==> src/bsp_consts.svh <==
// Function
// RULE1: propagate pin: carry propagate, else logic greater
// RULE2: ripple carry output is active low
// RULE3: zero detect high on zero sum, open collector
// RULE4: load accumulator from operand A when load low
// RULE5: primary accumulator shift pins, true polarity
// RULE6: extension shifts alike; single/double, signed/unsigned
// RULE7: two selects choose data-out source or off
// RULE8: data-out port four bits, three-state, bit0 lsb
// RULE9: memory counter steps when its step low
// RULE10: program counter steps when its step low
// RULE11: controller never enables both counters together
// RULE12: counter carry low when enabled counter maximum
// RULE13: high slice: carry pin shows coming overflow
// RULE14: address select picks program or memory counter
// RULE15: low slice: carry input picks step one/two
// RULE16: other slices: carry input low carries, high holds
// RULE17: operand latches follow inputs, hold captured data
// RULE18: registers and counters change on rising edge
// RULE19: b direction low drives sum, high releases
// RULE20: generate pin: carry generate, else arith greater
// RULE21: rank input selects low, middle or high role
// RULE22: ripple carry input is active low
// RULE23: four-bit counters cascade through counter carry
// RULE24: counter wraps at maximum, carry passes on
`ifndef BSP_CONSTS_SVH
`define BSP_CONSTS_SVH
`define BSP_NIB_RST 4'h0
`define BSP_NIB_ZERO 4'h0
`define BSP_CNT_MAX 4'hF
`define BSP_STEP_NONE 5'h00
`define BSP_STEP_ONE 5'h01
`define BSP_STEP_TWO 5'h02
`define BSP_DSEL_WR 2'h0
`define BSP_DSEL_XWR 2'h1
`define BSP_DSEL_SUM 2'h2
`define BSP_DSEL_OFF 2'h3
`define BSP_SYNC_W 30
`define BSP_SYNC_IDLE 30'h0009803E
`endif

==> src/bsp_pkg.sv <==
package bsp_pkg;
  typedef enum logic [1:0] {BSP_RANK_LOW, BSP_RANK_MID, BSP_RANK_HIGH} bsp_rank_t;
  typedef enum logic [1:0] {BSP_ALU_ADD, BSP_ALU_SUB, BSP_ALU_AND, BSP_ALU_XOR} bsp_alu_t;
  typedef enum logic [1:0] {BSP_SH_NONE, BSP_SH_RIGHT, BSP_SH_LEFT} bsp_shift_t;
endpackage : bsp_pkg

==> src/bsp_sync2.sv <==
`timescale 1ns/10ps
module bsp_sync2 #(
  parameter int WIDTH = 1
) (
  // clock and reset
  input wire logic clk,
  input wire logic rst_b,
  // levels
  input wire logic [WIDTH-1:0] async_in,
  output logic [WIDTH-1:0] sync_out
);
  logic [WIDTH-1:0] meta_q;
  logic [WIDTH-1:0] meta_d;
  logic [WIDTH-1:0] sync_q;
  logic [WIDTH-1:0] sync_d;

  // first stage feeds the second stage only
  always_comb begin
    meta_d = async_in;
    sync_d = meta_q;
  end

  always_ff @(posedge clk or negedge rst_b) begin
    if (!rst_b) begin
      meta_q <= '0;
      sync_q <= '0;
    end else begin
      meta_q <= meta_d;
      sync_q <= sync_d;
    end
  end

  assign sync_out = sync_q;
endmodule : bsp_sync2

==> src/bsp_slice.sv <==
`timescale 1ns/10ps
`include "bsp_consts.svh"
module bsp_slice
  import bsp_pkg::*;
(
  // clock and reset
  input wire logic clk,
  input wire logic rst_b,
  // slice role
  input wire logic [1:0] slice_rank,
  // operand ports
  input wire logic [3:0] operand_a_port,
  input wire logic [3:0] b_bidirectional_port_in,
  output logic [3:0] b_bidirectional_port_out,
  output logic b_bidirectional_port_oe,
  input wire logic b_port_direction_select,
  // alu control and carry chain
  input wire logic [1:0] alu_function,
  input wire logic ripple_carry_input_n,
  output logic ripple_carry_output_n,
  output logic propagate_or_logic_greater,
  output logic generate_or_arith_greater,
  output logic zero_detect_out,
  output logic zero_detect_out_oe,
  // accumulators
  input wire logic accumulator_load_n,
  input wire logic [1:0] shift_direction,
  input wire logic shift_double,
  input wire logic shift_signed,
  input wire logic shift_target_ext,
  // shift interconnect pins
  input wire logic accum_right_shift_pin_in,
  output logic accum_right_shift_pin_out,
  output logic accum_right_shift_pin_oe,
  input wire logic accum_left_shift_pin_in,
  output logic accum_left_shift_pin_out,
  output logic accum_left_shift_pin_oe,
  input wire logic ext_accum_right_shift_pin_in,
  output logic ext_accum_right_shift_pin_out,
  output logic ext_accum_right_shift_pin_oe,
  input wire logic ext_accum_left_shift_pin_in,
  output logic ext_accum_left_shift_pin_out,
  output logic ext_accum_left_shift_pin_oe,
  // data out port
  input wire logic data_out_select_low,
  input wire logic data_out_select_high,
  output logic [3:0] data_out_port,
  output logic data_out_port_oe,
  // counters and address port
  input wire logic memory_counter_step_n,
  input wire logic program_counter_step_n,
  input wire logic counter_carry_input,
  output logic counter_carry_or_overflow,
  input wire logic address_source_select,
  output logic [3:0] address_out_port
);

  // synchronised pin levels
  logic [`BSP_SYNC_W-1:0] pins_raw;
  logic [`BSP_SYNC_W-1:0] pins_s;
  logic [1:0] rank_s;
  logic [3:0] a_s;
  logic [3:0] b_s;
  logic bsel_s;
  logic [1:0] func_s;
  logic cin_n_s;
  logic load_n_s;
  logic [1:0] shdir_s;
  logic dbl_s;
  logic sgn_s;
  logic tgt_s;
  logic wr_rt_s;
  logic wr_lf_s;
  logic x_rt_s;
  logic x_lf_s;
  logic [1:0] dsel_s;
  logic mc_step_n_s;
  logic pc_step_n_s;
  logic cci_s;
  logic asel_s;

  // synchroniser flops clear to zero; the mask makes that mean every pin idle,
  // so no load, step or bus drive fires in the two edges after reset
  assign pins_raw = {slice_rank, operand_a_port, b_bidirectional_port_in,
                     b_port_direction_select, alu_function, ripple_carry_input_n,
                     accumulator_load_n, shift_direction, shift_double, shift_signed,
                     shift_target_ext, accum_right_shift_pin_in, accum_left_shift_pin_in,
                     ext_accum_right_shift_pin_in, ext_accum_left_shift_pin_in,
                     data_out_select_high, data_out_select_low, memory_counter_step_n,
                     program_counter_step_n, counter_carry_input, address_source_select}
                     ^ `BSP_SYNC_IDLE;

  bsp_sync2 #(
    .WIDTH(`BSP_SYNC_W)
  ) u_sync (
    .clk(clk),
    .rst_b(rst_b),
    .async_in(pins_raw),
    .sync_out(pins_s)
  );

  assign {rank_s, a_s, b_s, bsel_s, func_s, cin_n_s, load_n_s, shdir_s, dbl_s, sgn_s,
          tgt_s, wr_rt_s, wr_lf_s, x_rt_s, x_lf_s, dsel_s, mc_step_n_s, pc_step_n_s,
          cci_s, asel_s} = pins_s ^ `BSP_SYNC_IDLE;

  // decoded controls
  bsp_rank_t rank;
  bsp_alu_t func;
  bsp_shift_t dir;
  logic is_high;
  logic is_low;

  // three-level role; an unused code falls back to the middle role
  always_comb begin
    rank = bsp_rank_t'(rank_s);
    func = bsp_alu_t'(func_s);
    dir = bsp_shift_t'(shdir_s);
    is_high = (rank == BSP_RANK_HIGH); // [RULE21]
    is_low = (rank == BSP_RANK_LOW); // [RULE21]
  end

  function automatic logic [3:0] shift4(input logic [3:0] r, input bsp_shift_t d,
                                        input logic from_left, input logic from_right,
                                        input logic keep_sign);
    logic [3:0] res;
    res = r;
    unique case (d)
      BSP_SH_RIGHT: res = keep_sign ? {r[3], r[3:1]} : {from_left, r[3:1]};
      BSP_SH_LEFT: res = keep_sign ? {r[3], r[1:0], from_right} : {r[2:0], from_right};
      default: res = r;
    endcase
    return res;
  endfunction : shift4

  // operand latches, sum bus and accumulators
  logic [3:0] a_lat_q, a_lat_d;
  logic [3:0] b_lat_q, b_lat_d;
  logic [3:0] wr_q, wr_d;
  logic [3:0] xwr_q, xwr_d;
  logic [3:0] bb;
  logic [3:0] sum;
  logic [4:0] s5;
  logic [3:0] s3;
  logic arith;
  logic alu_ripple_carry_output_n;
  logic alu_v;
  logic grp_p;
  logic grp_g;
  logic wr_shift;
  logic x_shift;
  logic wr_keep;
  logic x_keep;
  logic shift_v;

  always_comb begin
    // the A latch follows its pins every edge, the B latch only while the b port is released; data is held between edges
    a_lat_d = a_s; // [RULE17]
    b_lat_d = bsel_s ? b_s : b_lat_q; // [RULE17] [RULE19]
    arith = (func == BSP_ALU_ADD) || (func == BSP_ALU_SUB);
    bb = (func == BSP_ALU_SUB) ? ~b_lat_q : b_lat_q;
    s5 = {1'b0, a_lat_q} + {1'b0, bb} + {4'h0, ~cin_n_s}; // [RULE22]
    s3 = {1'b0, a_lat_q[2:0]} + {1'b0, bb[2:0]} + {3'h0, ~cin_n_s};
    unique case (func)
      BSP_ALU_ADD: sum = s5[3:0];
      BSP_ALU_SUB: sum = s5[3:0];
      BSP_ALU_AND: sum = a_lat_q & b_lat_q;
      BSP_ALU_XOR: sum = a_lat_q ^ b_lat_q;
    endcase
    alu_ripple_carry_output_n = arith & s5[4];
    alu_v = arith & (s5[4] ^ s3[3]);
    grp_p = &(a_lat_q | bb);
    grp_g = (a_lat_q[3] & bb[3])
          | ((a_lat_q[3] | bb[3]) & a_lat_q[2] & bb[2])
          | ((a_lat_q[3] | bb[3]) & (a_lat_q[2] | bb[2]) & a_lat_q[1] & bb[1])
          | ((a_lat_q[3] | bb[3]) & (a_lat_q[2] | bb[2]) & (a_lat_q[1] | bb[1])
             & a_lat_q[0] & bb[0]);
    // single precision shifts one accumulator, double shifts both
    wr_shift = (dir == BSP_SH_RIGHT || dir == BSP_SH_LEFT) && (dbl_s || !tgt_s); // [RULE6]
    x_shift = (dir == BSP_SH_RIGHT || dir == BSP_SH_LEFT) && (dbl_s || tgt_s); // [RULE6]
    // the sign lives in the high slice of whichever register leads
    wr_keep = sgn_s && is_high && wr_shift; // [RULE6]
    x_keep = sgn_s && is_high && x_shift && !dbl_s; // [RULE6]
    if (!load_n_s) begin
      wr_d = a_s; // [RULE4]
    end else if (wr_shift) begin
      wr_d = shift4(wr_q, dir, wr_lf_s, wr_rt_s, wr_keep); // [RULE5]
    end else begin
      wr_d = wr_q;
    end
    xwr_d = x_shift ? shift4(xwr_q, dir, x_lf_s, x_rt_s, x_keep) : xwr_q; // [RULE6]
    // a left shift that loses the top bit, or changes the sign, overflows
    shift_v = 1'b0;
    if (dir == BSP_SH_LEFT) begin
      if (wr_shift) begin
        shift_v = wr_keep ? (wr_q[3] ^ wr_q[2]) : wr_q[3];
      end else begin
        shift_v = x_keep ? (xwr_q[3] ^ xwr_q[2]) : xwr_q[3];
      end
    end
  end

  always_ff @(posedge clk or negedge rst_b) begin // [RULE18]
    if (!rst_b) begin
      a_lat_q <= `BSP_NIB_RST;
      b_lat_q <= `BSP_NIB_RST;
      wr_q <= `BSP_NIB_RST;
      xwr_q <= `BSP_NIB_RST;
    end else begin
      a_lat_q <= a_lat_d;
      b_lat_q <= b_lat_d;
      wr_q <= wr_d;
      xwr_q <= xwr_d;
    end
  end

  // program and memory counters
  logic [3:0] pc_q, pc_d;
  logic [3:0] mc_q, mc_d;
  logic [4:0] step;
  logic [4:0] pc_sum;
  logic [4:0] mc_sum;
  logic pc_en;
  logic mc_en;

  always_comb begin
    pc_en = !pc_step_n_s; // [RULE10]
    mc_en = !mc_step_n_s; // [RULE9]
    if (is_low) begin
      step = cci_s ? `BSP_STEP_TWO : `BSP_STEP_ONE; // [RULE15]
    end else begin
      step = cci_s ? `BSP_STEP_NONE : `BSP_STEP_ONE; // [RULE16]
    end
    // five-bit sums drop the carry, so a full counter wraps round
    pc_sum = {1'b0, pc_q} + step; // [RULE24]
    mc_sum = {1'b0, mc_q} + step; // [RULE24]
    pc_d = pc_en ? pc_sum[3:0] : pc_q; // [RULE10] [RULE23]
    mc_d = mc_en ? mc_sum[3:0] : mc_q; // [RULE9] [RULE23]
  end

  always_ff @(posedge clk or negedge rst_b) begin // [RULE18]
    if (!rst_b) begin
      pc_q <= `BSP_NIB_RST;
      mc_q <= `BSP_NIB_RST;
    end else begin
      pc_q <= pc_d;
      mc_q <= mc_d;
    end
  end

  // registered pins
  logic rcout_n_q, rcout_n_d;
  logic prop_q, prop_d;
  logic gen_q, gen_d;
  logic zero_oe_q, zero_oe_d;
  logic [3:0] bout_q, bout_d;
  logic boe_q, boe_d;
  logic [3:0] dop_q, dop_d;
  logic dop_oe_q, dop_oe_d;
  logic cco_q, cco_d;
  logic [3:0] aop_q, aop_d;
  logic wr_rt_q, wr_rt_d;
  logic wr_rt_oe_q, wr_rt_oe_d;
  logic wr_lf_q, wr_lf_d;
  logic wr_lf_oe_q, wr_lf_oe_d;
  logic x_rt_q, x_rt_d;
  logic x_rt_oe_q, x_rt_oe_d;
  logic x_lf_q, x_lf_d;
  logic x_lf_oe_q, x_lf_oe_d;

  // pins register this edge's next state or the sum of the latches, so they trail the input pins by three or four cycles
  always_comb begin
    rcout_n_d = !alu_ripple_carry_output_n; // [RULE2]
    prop_d = is_high ? (a_lat_q > b_lat_q) : grp_p; // [RULE1]
    gen_d = is_high ? ($signed(a_lat_q) > $signed(b_lat_q)) : grp_g; // [RULE20]
    zero_oe_d = (sum != `BSP_NIB_ZERO); // [RULE3]
    boe_d = !bsel_s; // [RULE19]
    bout_d = sum; // [RULE19]
    unique case ({dsel_s})
      `BSP_DSEL_WR: dop_d = wr_d; // [RULE7]
      `BSP_DSEL_XWR: dop_d = xwr_d; // [RULE7]
      `BSP_DSEL_SUM: dop_d = sum; // [RULE7]
      `BSP_DSEL_OFF: dop_d = dop_q; // [RULE7]
    endcase
    dop_oe_d = (dsel_s != `BSP_DSEL_OFF); // [RULE8]
    aop_d = asel_s ? mc_d : pc_d; // [RULE14]
    if (is_high) begin
      cco_d = (dir == BSP_SH_LEFT) ? shift_v : alu_v; // [RULE13]
    end else begin
      // both counters enabled at once gives an ambiguous carry
      cco_d = !((pc_en && pc_d == `BSP_CNT_MAX) || (mc_en && mc_d == `BSP_CNT_MAX)); // [RULE12]
    end
    // a pin drives only the bit leaving on its side
    wr_rt_oe_d = wr_shift && (dir == BSP_SH_RIGHT); // [RULE5]
    wr_lf_oe_d = wr_shift && (dir == BSP_SH_LEFT); // [RULE5]
    x_rt_oe_d = x_shift && (dir == BSP_SH_RIGHT); // [RULE6]
    x_lf_oe_d = x_shift && (dir == BSP_SH_LEFT); // [RULE6]
    wr_rt_d = wr_d[0]; // [RULE5]
    wr_lf_d = wr_d[3]; // [RULE5]
    x_rt_d = xwr_d[0]; // [RULE6]
    x_lf_d = xwr_d[3]; // [RULE6]
  end

  always_ff @(posedge clk or negedge rst_b) begin // [RULE18]
    if (!rst_b) begin
      rcout_n_q <= 1'b1;
      prop_q <= 1'b0;
      gen_q <= 1'b0;
      zero_oe_q <= 1'b0;
      bout_q <= `BSP_NIB_RST;
      boe_q <= 1'b0;
      dop_q <= `BSP_NIB_RST;
      dop_oe_q <= 1'b0;
      cco_q <= 1'b1;
      aop_q <= `BSP_NIB_RST;
      wr_rt_q <= 1'b0;
      wr_rt_oe_q <= 1'b0;
      wr_lf_q <= 1'b0;
      wr_lf_oe_q <= 1'b0;
      x_rt_q <= 1'b0;
      x_rt_oe_q <= 1'b0;
      x_lf_q <= 1'b0;
      x_lf_oe_q <= 1'b0;
    end else begin
      rcout_n_q <= rcout_n_d;
      prop_q <= prop_d;
      gen_q <= gen_d;
      zero_oe_q <= zero_oe_d;
      bout_q <= bout_d;
      boe_q <= boe_d;
      dop_q <= dop_d;
      dop_oe_q <= dop_oe_d;
      cco_q <= cco_d;
      aop_q <= aop_d;
      wr_rt_q <= wr_rt_d;
      wr_rt_oe_q <= wr_rt_oe_d;
      wr_lf_q <= wr_lf_d;
      wr_lf_oe_q <= wr_lf_oe_d;
      x_rt_q <= x_rt_d;
      x_rt_oe_q <= x_rt_oe_d;
      x_lf_q <= x_lf_d;
      x_lf_oe_q <= x_lf_oe_d;
    end
  end

  // open collector: value low, enable set when the sum is nonzero
  assign zero_detect_out = 1'b0; // [RULE3]
  assign zero_detect_out_oe = zero_oe_q;
  assign ripple_carry_output_n = rcout_n_q;
  assign propagate_or_logic_greater = prop_q;
  assign generate_or_arith_greater = gen_q;
  assign b_bidirectional_port_out = bout_q;
  assign b_bidirectional_port_oe = boe_q;
  assign data_out_port = dop_q;
  assign data_out_port_oe = dop_oe_q;
  assign counter_carry_or_overflow = cco_q;
  assign address_out_port = aop_q;
  assign accum_right_shift_pin_out = wr_rt_q;
  assign accum_right_shift_pin_oe = wr_rt_oe_q;
  assign accum_left_shift_pin_out = wr_lf_q;
  assign accum_left_shift_pin_oe = wr_lf_oe_q;
  assign ext_accum_right_shift_pin_out = x_rt_q;
  assign ext_accum_right_shift_pin_oe = x_rt_oe_q;
  assign ext_accum_left_shift_pin_out = x_lf_q;
  assign ext_accum_left_shift_pin_oe = x_lf_oe_q;

endmodule : bsp_slice

==> config.mk <==
export PLATFORM = sky130hd
export DESIGN_NAME = bsp_slice
export DESIGN_NICKNAME = d
export VERILOG_FILES = /design/src/bsp_pkg.sv /design/src/bsp_sync2.sv /design/src/bsp_slice.sv
export VERILOG_INCLUDE_DIRS = /design/src
export SDC_FILE = /design/constraint.sdc
export NUM_CORES = 1
export LEC_CHECK = 0
export ABC_AREA = 1
export BUFFER_PORTS_ARGS = -buffer_cell sky130_fd_sc_hd__buf_2
export CAP_MARGIN = 15
export CORE_MARGIN = 5
export CORE_UTILIZATION = 57
export DETAILED_ROUTE_END_ITERATION = 16
export PLACE_DENSITY_LB_ADDON = 0.12
export SLEW_MARGIN = 15
export SYNTH_ARGS = -nofsm -noshare
export SYNTH_HDL_FRONTEND = slang
export SYNTH_SLANG_ARGS = --single-unit
==> constraint.sdc <==
create_clock -name clk -period 2.81 [get_ports clk]
set_input_delay 0.1405 -clock clk [delete_from_list [all_inputs] [get_ports clk]]
set_output_delay 0.1405 -clock clk [all_outputs]
set_load 0.05 [all_outputs]
; ---- Word-level counts from Yosys, hierarchy flattened
; Cells that the tools add are included.
[op_classes]
add_sub_neg = 6
bitwise_logic = 27
muxes = 25
reduce_logical = 30
eq_ne = 12
n_lt_le_gt_ge = 2
[op_table]
columns = cell, count
row1 = 4-bit two-way mux, 11
row2 = 4-bit one-hot mux with 3 select lines, 2
row3 = 8-bit inverter, 2
row4 = 4-bit one-hot mux with 2 select lines, 2
row5 = 2-bit == test (second input constant), 6
row6 = 1-bit logical AND, 12
row7 = 1-bit bitwise AND, 11
row8 = 4-bit adder, 2
row9 = 4-bit == test (second input constant), 2
row10 = 4-bit greater-than comparator, 2
row11 = 1-bit two-way mux, 8
row12 = 1-bit logical NOT, 7
row13 = 2-bit by 1-bit == test with 1-bit output (second input constant), 3
row14 = 2-bit logical NOT, 3
row15 = 1-bit OR, 6
row16 = 4-bit by 4-bit adder with 5-bit output, 1
row17 = 5-bit by 1-bit adder with 5-bit output, 1
row18 = 1-bit logical OR, 5
row19 = 3-bit by 3-bit adder with 4-bit output, 1
row20 = 4-bit by 1-bit adder with 4-bit output, 1
row21 = 4-bit bitwise AND, 1
row22 = 2-bit two-way mux, 2
row23 = 4-bit inverter, 1
row24 = 4-bit OR, 1
row25 = other kinds (7), 9
[totals]
wordCells = 128
register_bits = 111

; ---- Longest topological paths before layout
; Gate-level depths: netlist of run 1.
[logic_depth]
depth_word = 10
mapped_depth = 16
ltp_nobuf = 16

; ---- By module
; From an unflattened synthesis of run 1, not the netlist that was laid out.
[unflattened]
hier_cells = 399
area_unflattened_um2 = 4305.4
[by_module_without_submodules]
columns = module, cells_per_inst, area_per_inst_um2, n_inst
row1 = bsp_slice, 339, 2803.9, 1
row2 = bsp_sync2, 60, 1501.4, 1

; ---- Least setup slack after synthesis of run 1
; Ideal clock, no wire load.
[synth_path]
path_kind = reg-to-reg
start = register u_sync.sync_q[18], in the netlist u_sync.sync_out[18]
end = register dop_q[1], in the netlist data_out_port[1]
path_stages_with_launch = 14
setup_slack_ns = 0.589
arrival_ns = 2.103
path_cell_list = dfrtp_1 -> inv_2 -> nand2_4 -> nand2_1 -> nand2_1 -> fa_1 -> inv_1 -> fa_1 -> nand2_1 -> o211ai_2 -> a21oi_1 -> nand2_1 -> nand3_1 -> nand2_1
[synth_via]
elab_chain_cells = 6
[synth_rtl]
columns = item, line
row1 = from (decl), bsp_sync2.sv:14  ; logic [WIDTH-1:0] sync_q;
row2 = from (signal assigned), bsp_sync2.sv:29  ; sync_q <= sync_d;
row3 = 2-bit by 1-bit == test with 1-bit output, "bsp_slice.sv:160, bsp_slice.sv:163"
row4 = 4-bit two-way mux, bsp_slice.sv:160  ; bb = (func == BSP_ALU_SUB) ? ~b_lat_q : b_lat_q;
row5 = 4-bit by 4-bit adder with 5-bit output, bsp_slice.sv:161  ; s5 = {1'b0, a_lat_q} + {1'b0, bb} + {4'h0, ~cin_n_s};
row6 = 5-bit by 1-bit adder with 5-bit output, bsp_slice.sv:161
row7 = 4-bit one-hot mux with 3 select lines *, bsp_slice.sv:163  ; unique case (func)
row8 = net bout_d[1], bsp_slice.sv:255  ; logic [3:0] bout_q, bout_d;
row9 = 4-bit one-hot mux with 3 select lines *, bsp_slice.sv:278  ; unique case ({dsel_s})
row10 = to (signal assigned), bsp_slice.sv:311  ; dop_q <= `BSP_NIB_RST;
row11 = to (signal assigned), bsp_slice.sv:330  ; dop_q <= dop_d;
row12 = to (decl), bsp_slice.sv:257  ; logic [3:0] dop_q, dop_d;
; The timed path passes the listed nets; every way through them passes the cells marked *.
; A chain may end at the register's enable or synchronous reset.

; ---- Worst setup path after layout of run 1
; Ends and elaborated chain as after synthesis.

==> metrics.yaml, run 1 <==
worstSkewPairLatency_ps: 360
wire_per_inst_um: 13.9
drt_iter0_drc: 146
min_from: "u_sync.meta_q[23]"
cts_resized: 0
design_power_total_mw: 3.66
arrival_ps: 2710
hp-class: "reg -> reg"
met3_usage_pct: 3.73
die_h_um: 97.4
drt-pass1-iter-count: 5
grt_pass1_vias: 3027
r2r_slack_ps: 360
die_w_um: 97.4
fin_nets: 563
numPortBuffers: 58
start_util_pct: 59.3
grt_max_degree: 66
drive_gt1_share_pct: 19.7
cts_hold_buf: 31
relSlewSlack_pct: 46.7
ant_nets: 0
yosysTopAreaCell: "dfrtp_1"
worstMarginPinSlew_ps: 800
use_met2_pct: 30.4
dp_hpwl_mm: 6.10
cts.sinks: 107
final_core_util_pct: 72.3
dieArea_um2: 9480
synth_seq_cells: 107
htreeDepth: 3
syn_nets: 463
slew_violations: 0
via_per_inst: 4.87
drt_wl_total_mm: 8.42
core_area_um2: 7330
vias: 2960
finClkSkew_ps: 8.57
status: "complete, no violations"
grt_pass1_wl_mm: 14.3
required_ps: 3070
synth_area_per_cell_um2: 10.8
powerDensity_nw_per_um2: 690
r2r-start: "u_sync.sync_out[18]"
ys_seq_area_share_pct: 61.6
cap_violations: 0
grt.total_usage_pct: 19.1
max_freq_mhz: 408
critPathMaxFanout: 7
p_leak_nw: 2.71
antenna_found_initial: 1
fin_crit_sh_pct: 87.2
syn_to_final_growth_pct: 21.9
numCtsBuffers: 9
vdd_drop_max_v: 0.000450
synth.top_cells.by_area: "dfrtp_1 (60%), nand2_1 (7.0%), ha_1 (6.9%), inv_1 (5.1%), nand3_1 (3.6%)"
rows: 31
hold_slack_ps: 354
netlist_instances: 403
ys_warn_count: 0
grt_overflow: 0
grtUsageMet1_pct: 26.5
cts_tree: "done"
synth_cell_type_count: 35
clk_pin_slew_ps: 110
reg2reg_to: "data_out_port[1]"
pin_count: 60
cts.path.max_buffers: 2
finalSetupViolations: 0
clockRootBuffer: "clkbuf_8"
crit_start: "u_sync.sync_out[18]"
worstSetupEndpoint: "data_out_port[1]"
setup.worst_path.end_class: "flip-flop"
path_class: "reg -> reg"
finalSetupTns_ps: 0
hold_viol: 0
place_congestion: 0.842
fin_crit_ps: 2450
grt_busiest_layer: "met2"
synth_top_area_share_pct: 60.4
postCtsSetupRepairBufs: 0
start_kind: "flip-flop"
worst_r2r_path_depth: 13
post-route-drc-count: 0
syn-cell-area_um2: 4350
grt_setup_unrepaired: "false"
[logic make-up (layout without fill, tap and decap cells)]
| family | Yosys count | in the layout | share of synthesized area, % |
|---|---|---|---|
| adder cells (fa/ha/maj) | 28 | 28 | 8.75 |
| flip-flops | 107 | 107 | 61.6 |
| AO/OA/AOI/OAI | 46 | 46 | 6.56 |
| buffers and inverters | 64 | 169 | 5.61 |
| XOR/XNOR | 7 | 7 | 2.01 |
| AND/OR/NAND/NOR | 150 | 150 | 15.4 |
| other | 1 | 2 | 0.0862 |
[worst min-delay path by stage]
stage | slack, ps | cells past startpoint | end
floorplan | -160 | 0 | a_lat_q[0]
global placement | 250 | 1 | u_sync.meta_q[6]
detailed placement | 250 | 1 | u_sync.meta_q[21]
CTS | 360 | 0 | u_sync.sync_out[28]
global route | 360 | 0 | u_sync.sync_out[7]
finish | 350 | 0 | u_sync.sync_out[23]
[sequential cells by signal, indices dropped and copies added (netlist names), 3 cells and up]
register and count:
wr_q 3, xwr_q 3, b_bidirectional_port_out 4, a_lat_q 4, mc_q 4, address_out_port 4
u_sync.sync_out 30, pc_q 4, b_lat_q 4, data_out_port 4, u_sync.meta_q 30
[cells in the mapped netlist (all sizes together)]
cell type	number
nor2	19
ha	24
o211ai	4
a21oi	17
nor3	6
buf	1
dfrtp	105
xnor2	1
nand2	85
or2	4
nand3b	1
a21boi	1
nand4	4
conb	1
fa	4
inv	62
a31oi	2
o41ai	1
dfstp	2
o21bai	4
nand3	31
o21ai	17
clkbuf	1
xor2	6
[worst max-delay path: stages, from the launching register on]
cell,delay [ps]
dfrtp_1,470
inv_2,160
nand2_4,110
nand2_1,90
nand2_1,90
fa_1,370
inv_1,100
fa_1,410
nand2_1,90
o211ai_2,120
a21oi_1,140
nand2_1,70
nand3_1,80
nand2_1,50
[report_power, final]
| group | switching [mW] | internal (mW) | total, mW | leakage [nW] |
|---|---|---|---|---|
| logic | 0.624 | 0.280 | 0.904 | 1.35 |
| clock network | 0.555 | 0.373 | 0.929 | 0.103 |
| registers | 0.103 | 1.72 | 1.83 | 1.26 |
| total | 1.28 | 2.37 | 3.66 | 2.71 |
[area by class of cell]
class	instances	area [um2]
flip-flops and latches	107	2680
fillers	526	2030
multi-input cells	232	1430
repair buffers	91	631
inverters	62	233
clock buffers	10	138
well taps	99	124
clock inverters	6	67.6
diodes	1	2.50
[metrics by stage]
step	instances	cell area [um2]	setup slack, ps
4_1_cts	607	5300	368
5_1_grt	608	5300	172
2_1_floorplan	403	4350	589
3_5_place_dp	560	4780	392
6_report	608	5300	360
3_3_place_gp	560	4780	469
[cell usage in the layout (no fill, tap or decap), drive strengths merged]
cell / synthesis / final
or2: 4 / 4
o41ai: 1 / 1
a21oi: 17 / 17
nor3: 6 / 6
clkbuf: 1 / 10
o21ai: 17 / 17
a31oi: 2 / 2
o21bai: 4 / 4
dlygate4sd3: 0 / 31
xor2: 6 / 6
nor2: 19 / 19
xnor2: 1 / 1
nand3b: 1 / 1
conb: 1 / 1
nand3: 31 / 31
a21boi: 1 / 1
ha: 24 / 24
diode: 0 / 1
dfstp: 2 / 2
clkinv: 0 / 3
fa: 4 / 4
nand4: 4 / 4
inv: 62 / 65
buf: 1 / 60
nand2: 85 / 85
o211ai: 4 / 4
dfrtp: 105 / 105
[metal layers]
layer	vias up	part of all wire [%]
li1	1468	-
met1	1414	46
met2	68	48
met3	10	4.3
met4	0	1.7
met5	-	0
No activity file was read; power rests on OpenSTA's default activity.
==> inputs of run 2 (changes only) <==
Settings changed: CORE_UTILIZATION 57 to 61.
Clock period 2.81 ns to 3.1 ns, I/O delays scaled along.
==> run 2 against run 1 <==
  * Register-to-register slack better by 300 ps
  * Non-clock buffer count did not move
  * Final cell count fell by 0.66%
  * Clock power fell by 10%
  * Die area decreased by 5.9%
  * Combinational power fell by 8.3%
==> metrics.yaml, run 2 (same netlist as run 1, synthesis figures left out) <==
status: "complete, no violations"  # unchanged
die_w_um: 94.4  # was 97.4 um
cts_resized: 0  # unchanged
place_congestion: 0.870  # was 0.842
start_util_pct: 63.3  # was 59.3%
finalSetupTns_ps: 0  # unchanged
htreeDepth: 3  # unchanged
r2r_slack_ps: 660  # was 360 ps
cts_hold_buf: 31  # unchanged
drt_iter0_drc: 178  # was 146
layout.cells.most_common: "dfrtp_1"  # unchanged
grt.total_usage_pct: 23.0  # was 19.1%
hold_slack_ps: 350  # was 354 ps
antenna_found_initial: 0  # was 1
slowest_delay_ps: 460  # was 470 ps
vdd_drop_max_v: 0.000489  # was 0.000450 V
arrival_ps: 2710  # about the same
start_kind: "flip-flop"  # unchanged
reg2reg_to: "data_out_port[1]"  # unchanged
grt_overflow: 0  # unchanged
num_antenna_cells: 0  # was 1
min_from: "u_sync.meta_q[23]"  # unchanged
clk_pin_slew_ps: 110  # about the same
placed_area_um2: 4770  # was 4780 um2
worstSkewPairLatency_ps: 370  # was 360 ps
drive_gt1_share_pct: 19.7  # unchanged
layoutNonFillerInstCount: 604  # was 608
path_class: "reg -> reg"  # unchanged
critPathMaxFanout: 7  # unchanged
grt_pass1_wl_mm: 15.3  # was 14.3 mm
rows: 30  # was 31
required_ps: 3370  # was 3070 ps
clockRootBuffer: "clkbuf_8"  # unchanged
grt_max_degree: 69  # was 66
drt_wl_total_mm: 9.09  # was 8.42 mm
relSlewSlack_pct: 45.6  # was 46.7%
hp-class: "reg -> reg"  # unchanged
design_area_um2: 5270  # was 5300 um2
wire_per_inst_um: 15.1  # was 13.9 um
final_cell_mix: "dfrtp_1 (105), nand2_1 (81), inv_1 (59)"  # unchanged
post-route-drc-count: 0  # unchanged
setup.worst_path.end_class: "flip-flop"  # unchanged
max_freq_mhz: 410  # was 408 MHz
fin_crit_sh_pct: 78.6  # was 87.2%
cts_tree: "done"  # unchanged
finalSetupViolations: 0  # unchanged
drt-pass1-iter-count: 6  # was 5
core_area_um2: 6870  # was 7330 um2
dp_hpwl_mm: 6.30  # was 6.10 mm
hold_viol: 0  # unchanged
slew_violations: 0  # unchanged
die_h_um: 94.4  # was 97.4 um
final_core_util_pct: 76.7  # was 72.3%
vias: 3139  # was 2960
fin_nets: 563  # unchanged
numCtsBuffers: 9  # unchanged
crit_slowest_cell: "dfrtp_1"  # unchanged
worstPathCellList: "inv_2 -> nand2_4 -> nand2_1 -> nand2_1 -> fa_1 -> inv_1 -> fa_1 -> nand2_1 -> o211ai_2 -> a21oi_1 -> nand2_1 -> nand3_1 -> nand2_1"  # unchanged
finClkSkew_ps: 13.8  # was 8.57 ps
p_leak_nw: 2.70  # was 2.71 nW
cap_violations: 0  # unchanged
pin_count: 60  # unchanged
worst_r2r_path_depth: 13  # unchanged
cts.sinks: 107  # unchanged
syn_to_final_growth_pct: 21.2  # was 21.9%
powerDensity_nw_per_um2: 631  # was 690 nW/um2
dp_cells: 557  # was 560
postCtsSetupRepairBufs: 0  # unchanged
grt_setup_unrepaired: "false"  # unchanged
r2r-start: "u_sync.sync_out[18]"  # unchanged
worstMarginPinSlew_ps: 816  # was 800 ps
fin_crit_ps: 2440  # was 2450 ps
worstHoldEndpoint: "u_sync.sync_out[23]"  # unchanged
cts.path.max_buffers: 2  # unchanged
via_per_inst: 5.20  # was 4.87
numPortBuffers: 58  # unchanged
grt_pass1_vias: 3195  # was 3027
dieArea_um2: 8920  # was 9480 um2
ant_nets: 0  # unchanged
hold_depth: 0  # unchanged
crit_path_frequent_cell: "nand2_1"  # unchanged
-- run 2: worst max-delay path by stage --
stage | start | end | slack, ps
2_1_floorplan | u_sync.sync_out[18] | data_out_port[1] | 880
3_3_place_gp | u_sync.sync_out[18] | data_out_port[1] | 780
3_5_place_dp | u_sync.sync_out[18] | data_out_port[1] | 710
4_1_cts | u_sync.sync_out[18] | data_out_port[1] | 680
5_1_grt | u_sync.sync_out[18] | counter_carry_or_overflow | 430
6_report | u_sync.sync_out[18] | data_out_port[1] | 660
-- run 2: layout make-up --
| type | count | area [um2] |
|---|---|---|
| Multi-Input combinational cell | 232 | 1430 |
| Clock buffer | 9 | 124 |
| Inverter | 62 | 233 |
| Timing Repair Buffer | 91 | 618 |
| Sequential cell | 107 | 2680 |
| Fill cell | 438 | 1600 |
| Tap cell | 96 | 120 |
| Clock inverter | 7 | 70.1 |
-- run 2: power breakdown --
group | switching (mW) | total, mW | leakage (nW) | internal, mW
logic | 0.576 | 0.829 | 1.35 | 0.253
registers | 0.0990 | 1.66 | 1.26 | 1.56
clock network | 0.522 | 0.835 | 0.0951 | 0.314
-- run 2: metal layers --
layer / up-vias / part of all wire (%) / global-route usage (%) / wire (um)
met5: - / 0 / 0 / 0
met4: 0 / 2.6 / 9.27 / 237
met3: 23 / 6.5 / 4.70 / 595
met2: 113 / 50 / 38.7 / 4580
met1: 1528 / 41 / 29.4 / 3680
li1: 1475 / - / - / -
-- run 2: worst max-delay path: cells and delay by family (launching register included) --
family / cells / cell delay (ps)
AOI/OAI and AO/OA: 2 / 260
DFF: 1 / 460
and+or+nand+nor: 7 / 590
adders and majority gates: 2 / 780
buffers and inverters: 2 / 260
-- run 2: stage by stage --
stage,power (mW),setup slack [ps]
6_report,3.32,663
5_1_grt,3.49,428
3_3_place_gp,2.45,778
3_5_place_dp,2.48,708
4_1_cts,3.32,675
2_1_floorplan,2.24,879
==> inputs of run 3 (changes only) <==
Settings changed: CORE_UTILIZATION 61 to 57.
Clock period 3.1 ns to 2.5 ns, I/O delays scaled along.
==> run 3 against run 2 <==
  * Sequential share of layout area fell by 0.13 points
  * Wire length fell by 6.5%
  * Total power increased by 22%
  * Utilization fell by 4.6 points
  * Sequential cell count unchanged
  * Largest power group unchanged
  * Highest routed layer unchanged
==> metrics.yaml, run 3 (same netlist as run 1, synthesis figures left out) <==
status: "complete, no violations"  # unchanged
drt_iter0_drc: 188  # was 178
p_int_mw: 2.64  # was 2.13 mW
grt_pass1_wl_mm: 15.0  # was 15.3 mm
rows: 31  # was 30
pin_count: 60  # unchanged
antenna_found_initial: 0  # unchanged
clockRootBuffer: "clkbuf_8"  # unchanged
required_ps: 2760  # was 3370 ps
slew_violations: 0  # unchanged
place_congestion: 0.882  # was 0.870
start_util_pct: 59.3  # was 63.3%
ant_nets: 0  # unchanged
finalSetupViolations: 0  # unchanged
max_freq_mhz: 430  # was 410 MHz
drive_gt1_share_pct: 19.6  # was 19.7%
numCtsBuffers: 9  # unchanged
finalSetupTns_ps: 0  # unchanged
setup.worst_path.end_class: "flip-flop"  # unchanged
path_class: "reg -> reg"  # unchanged
cts.path.max_buffers: 2  # unchanged
core_area_um2: 7330  # was 6870 um2
cts.sinks: 107  # unchanged
arrival_ps: 2580  # was 2710 ps
via_per_inst: 4.94  # was 5.20
powerDensity_nw_per_um2: 768  # was 631 nW/um2
grt.total_usage_pct: 19.8  # was 23.0%
relSlewSlack_pct: 65.4  # was 45.6%
layout.cells.most_common: "dfrtp_1"  # unchanged
fin_crit_ps: 2330  # was 2440 ps
fin_ws_ps: 174  # was 663 ps
syn_to_final_growth_pct: 21.5  # was 21.2%
drt_wl_total_mm: 8.50  # was 9.09 mm
fin_crit_sh_pct: 93.0  # was 78.6%
p_comb_share_pct: 25.2  # was 24.9%
power_frac_seq_pct: 50.6  # was 49.9%
cts_tree: "done"  # unchanged
num_antenna_cells: 0  # unchanged
fin_nets: 564  # was 563
dieArea_um2: 9480  # was 8920 um2
die_h_um: 97.4  # was 94.4 um
grt_overflow: 0  # unchanged
hold_viol: 0  # unchanged
htreeDepth: 3  # unchanged
cap_violations: 0  # unchanged
hp-class: "in -> async"  # was reg -> reg
clk_pin_slew_ps: 100  # was 110 ps
pre_cts_slack_ps: 169  # was 708 ps
finClkSkew_ps: 5.51  # was 13.8 ps
grt_max_degree: 69  # unchanged
drt-pass1-iter-count: 4  # was 6
power_frac_clock_pct: 24.3  # was 25.1%
critPathMaxFanout: 7  # unchanged
dp_hpwl_mm: 6.22  # was 6.30 mm
design_power_total_mw: 4.06  # was 3.32 mW
post-route-drc-count: 0  # unchanged
vdd_drop_max_v: 0.000575  # was 0.000489 V
grt_pass1_vias: 3120  # was 3195
final_core_util_pct: 72.1  # was 76.7%
grt_setup_unrepaired: "false"  # unchanged
p_leak_nw: 2.70  # about the same
worstMarginPinSlew_ps: 519  # was 816 ps
numPortBuffers: 58  # unchanged
nFillCells: 531  # was 438
worstSkewPairLatency_ps: 360  # was 370 ps
wire_per_inst_um: 14.0  # was 15.1 um
p_sw_mw: 1.42  # was 1.20 mW
start_kind: "flip-flop"  # unchanged
switching_share_pct: 35.0  # was 36.0%
die_w_um: 97.4  # was 94.4 um
final_cell_mix: "dfrtp_1 (105), nand2_1 (81), inv_1 (59)"  # unchanged
vias: 3001  # was 3139
## run 3: cell count changes in the layout (fill, tap and decap cells not counted)
cell / change
clkinv_4: -1
buf_12: +1
clkbuf_1: +1
inv_4: +1
inv_2: -1
inv_6: +1
clkinv_8: -1
## run 3: path summary, 6_finish.rpt
kind                                startpoint                         to  slack (ps)  depth (start not counted)
setup / recovery           u_sync.sync_out[18]           data_out_port[1]         170                         13
hold / removal                           rst_b        u_sync.sync_out[16]         270                          2
setup reg to reg           u_sync.sync_out[18]           data_out_port[1]         170                         13
hold reg to reg              u_sync.meta_q[12]        u_sync.sync_out[12]         360                          0
max in group asynchronous                rst_b  counter_carry_or_overflow        1480                          3
min in group clk             u_sync.meta_q[12]        u_sync.sync_out[12]         360                          0
## run 3: per-layer routing
layer  vias to the layer above  part of all wire, %  GRT usage, %
met4                         0                  1.3          6.39
met2                        86                   48          31.4
met1                      1435                   44          27.9
met3                        10                  6.5          3.95
met5                         -                    0             0
li1                       1470                    -             -
## run 3: cell type report
cell class | count | area, um2 | area share [%]
Multi-Input combinational cell | 232 | 1430 | 27.0
Clock buffer | 10 | 128 | 2.42
Timing Repair Buffer | 92 | 638 | 12.1
Inverter | 62 | 235 | 4.45
Tap cell | 99 | 124 | 2.34
Clock inverter | 6 | 53.8 | 1.02
Sequential cell | 107 | 2680 | 50.7
## run 3: worst max-delay path, cell delays in order, from the launching register on
cell and delay, ps:
dfrtp_1 430, inv_4 110, nand2_4 90, nand2_1 100, nand2_1 90, fa_1 360, inv_1 90, fa_1 410
nand2_1 90, o211ai_2 120, a21oi_1 140, nand2_1 80, nand3_1 80, nand2_1 50
## run 3: power groups by stage
stage / combinational, mW / sequential, mW / clock [mW]
3_3_place_gp: 0.966 / 2.08 / 0
2_1_floorplan: 0.434 / 2.35 / 0
3_5_place_dp: 0.986 / 2.09 / 0
4_1_cts: 1.03 / 2.05 / 1.01
6_report: 1.02 / 2.05 / 0.984
5_1_grt: 1.14 / 2.08 / 1.08
## run 3: timing repair
action	CTS	global route
resized for setup	0	1
hold endpoints to repair	68	0
hold buffers	31	0
setup buffers	0	0
setup endpoints to repair	0	1
## run 3: metrics by stage
stage	area, um2	instances	hold WS (ps)
2_1_floorplan	4350	403	-171
3_3_place_gp	4790	561	124
3_5_place_dp	4790	561	136
4_1_cts	5280	608	275
5_1_grt	5280	608	322
6_report	5280	608	268
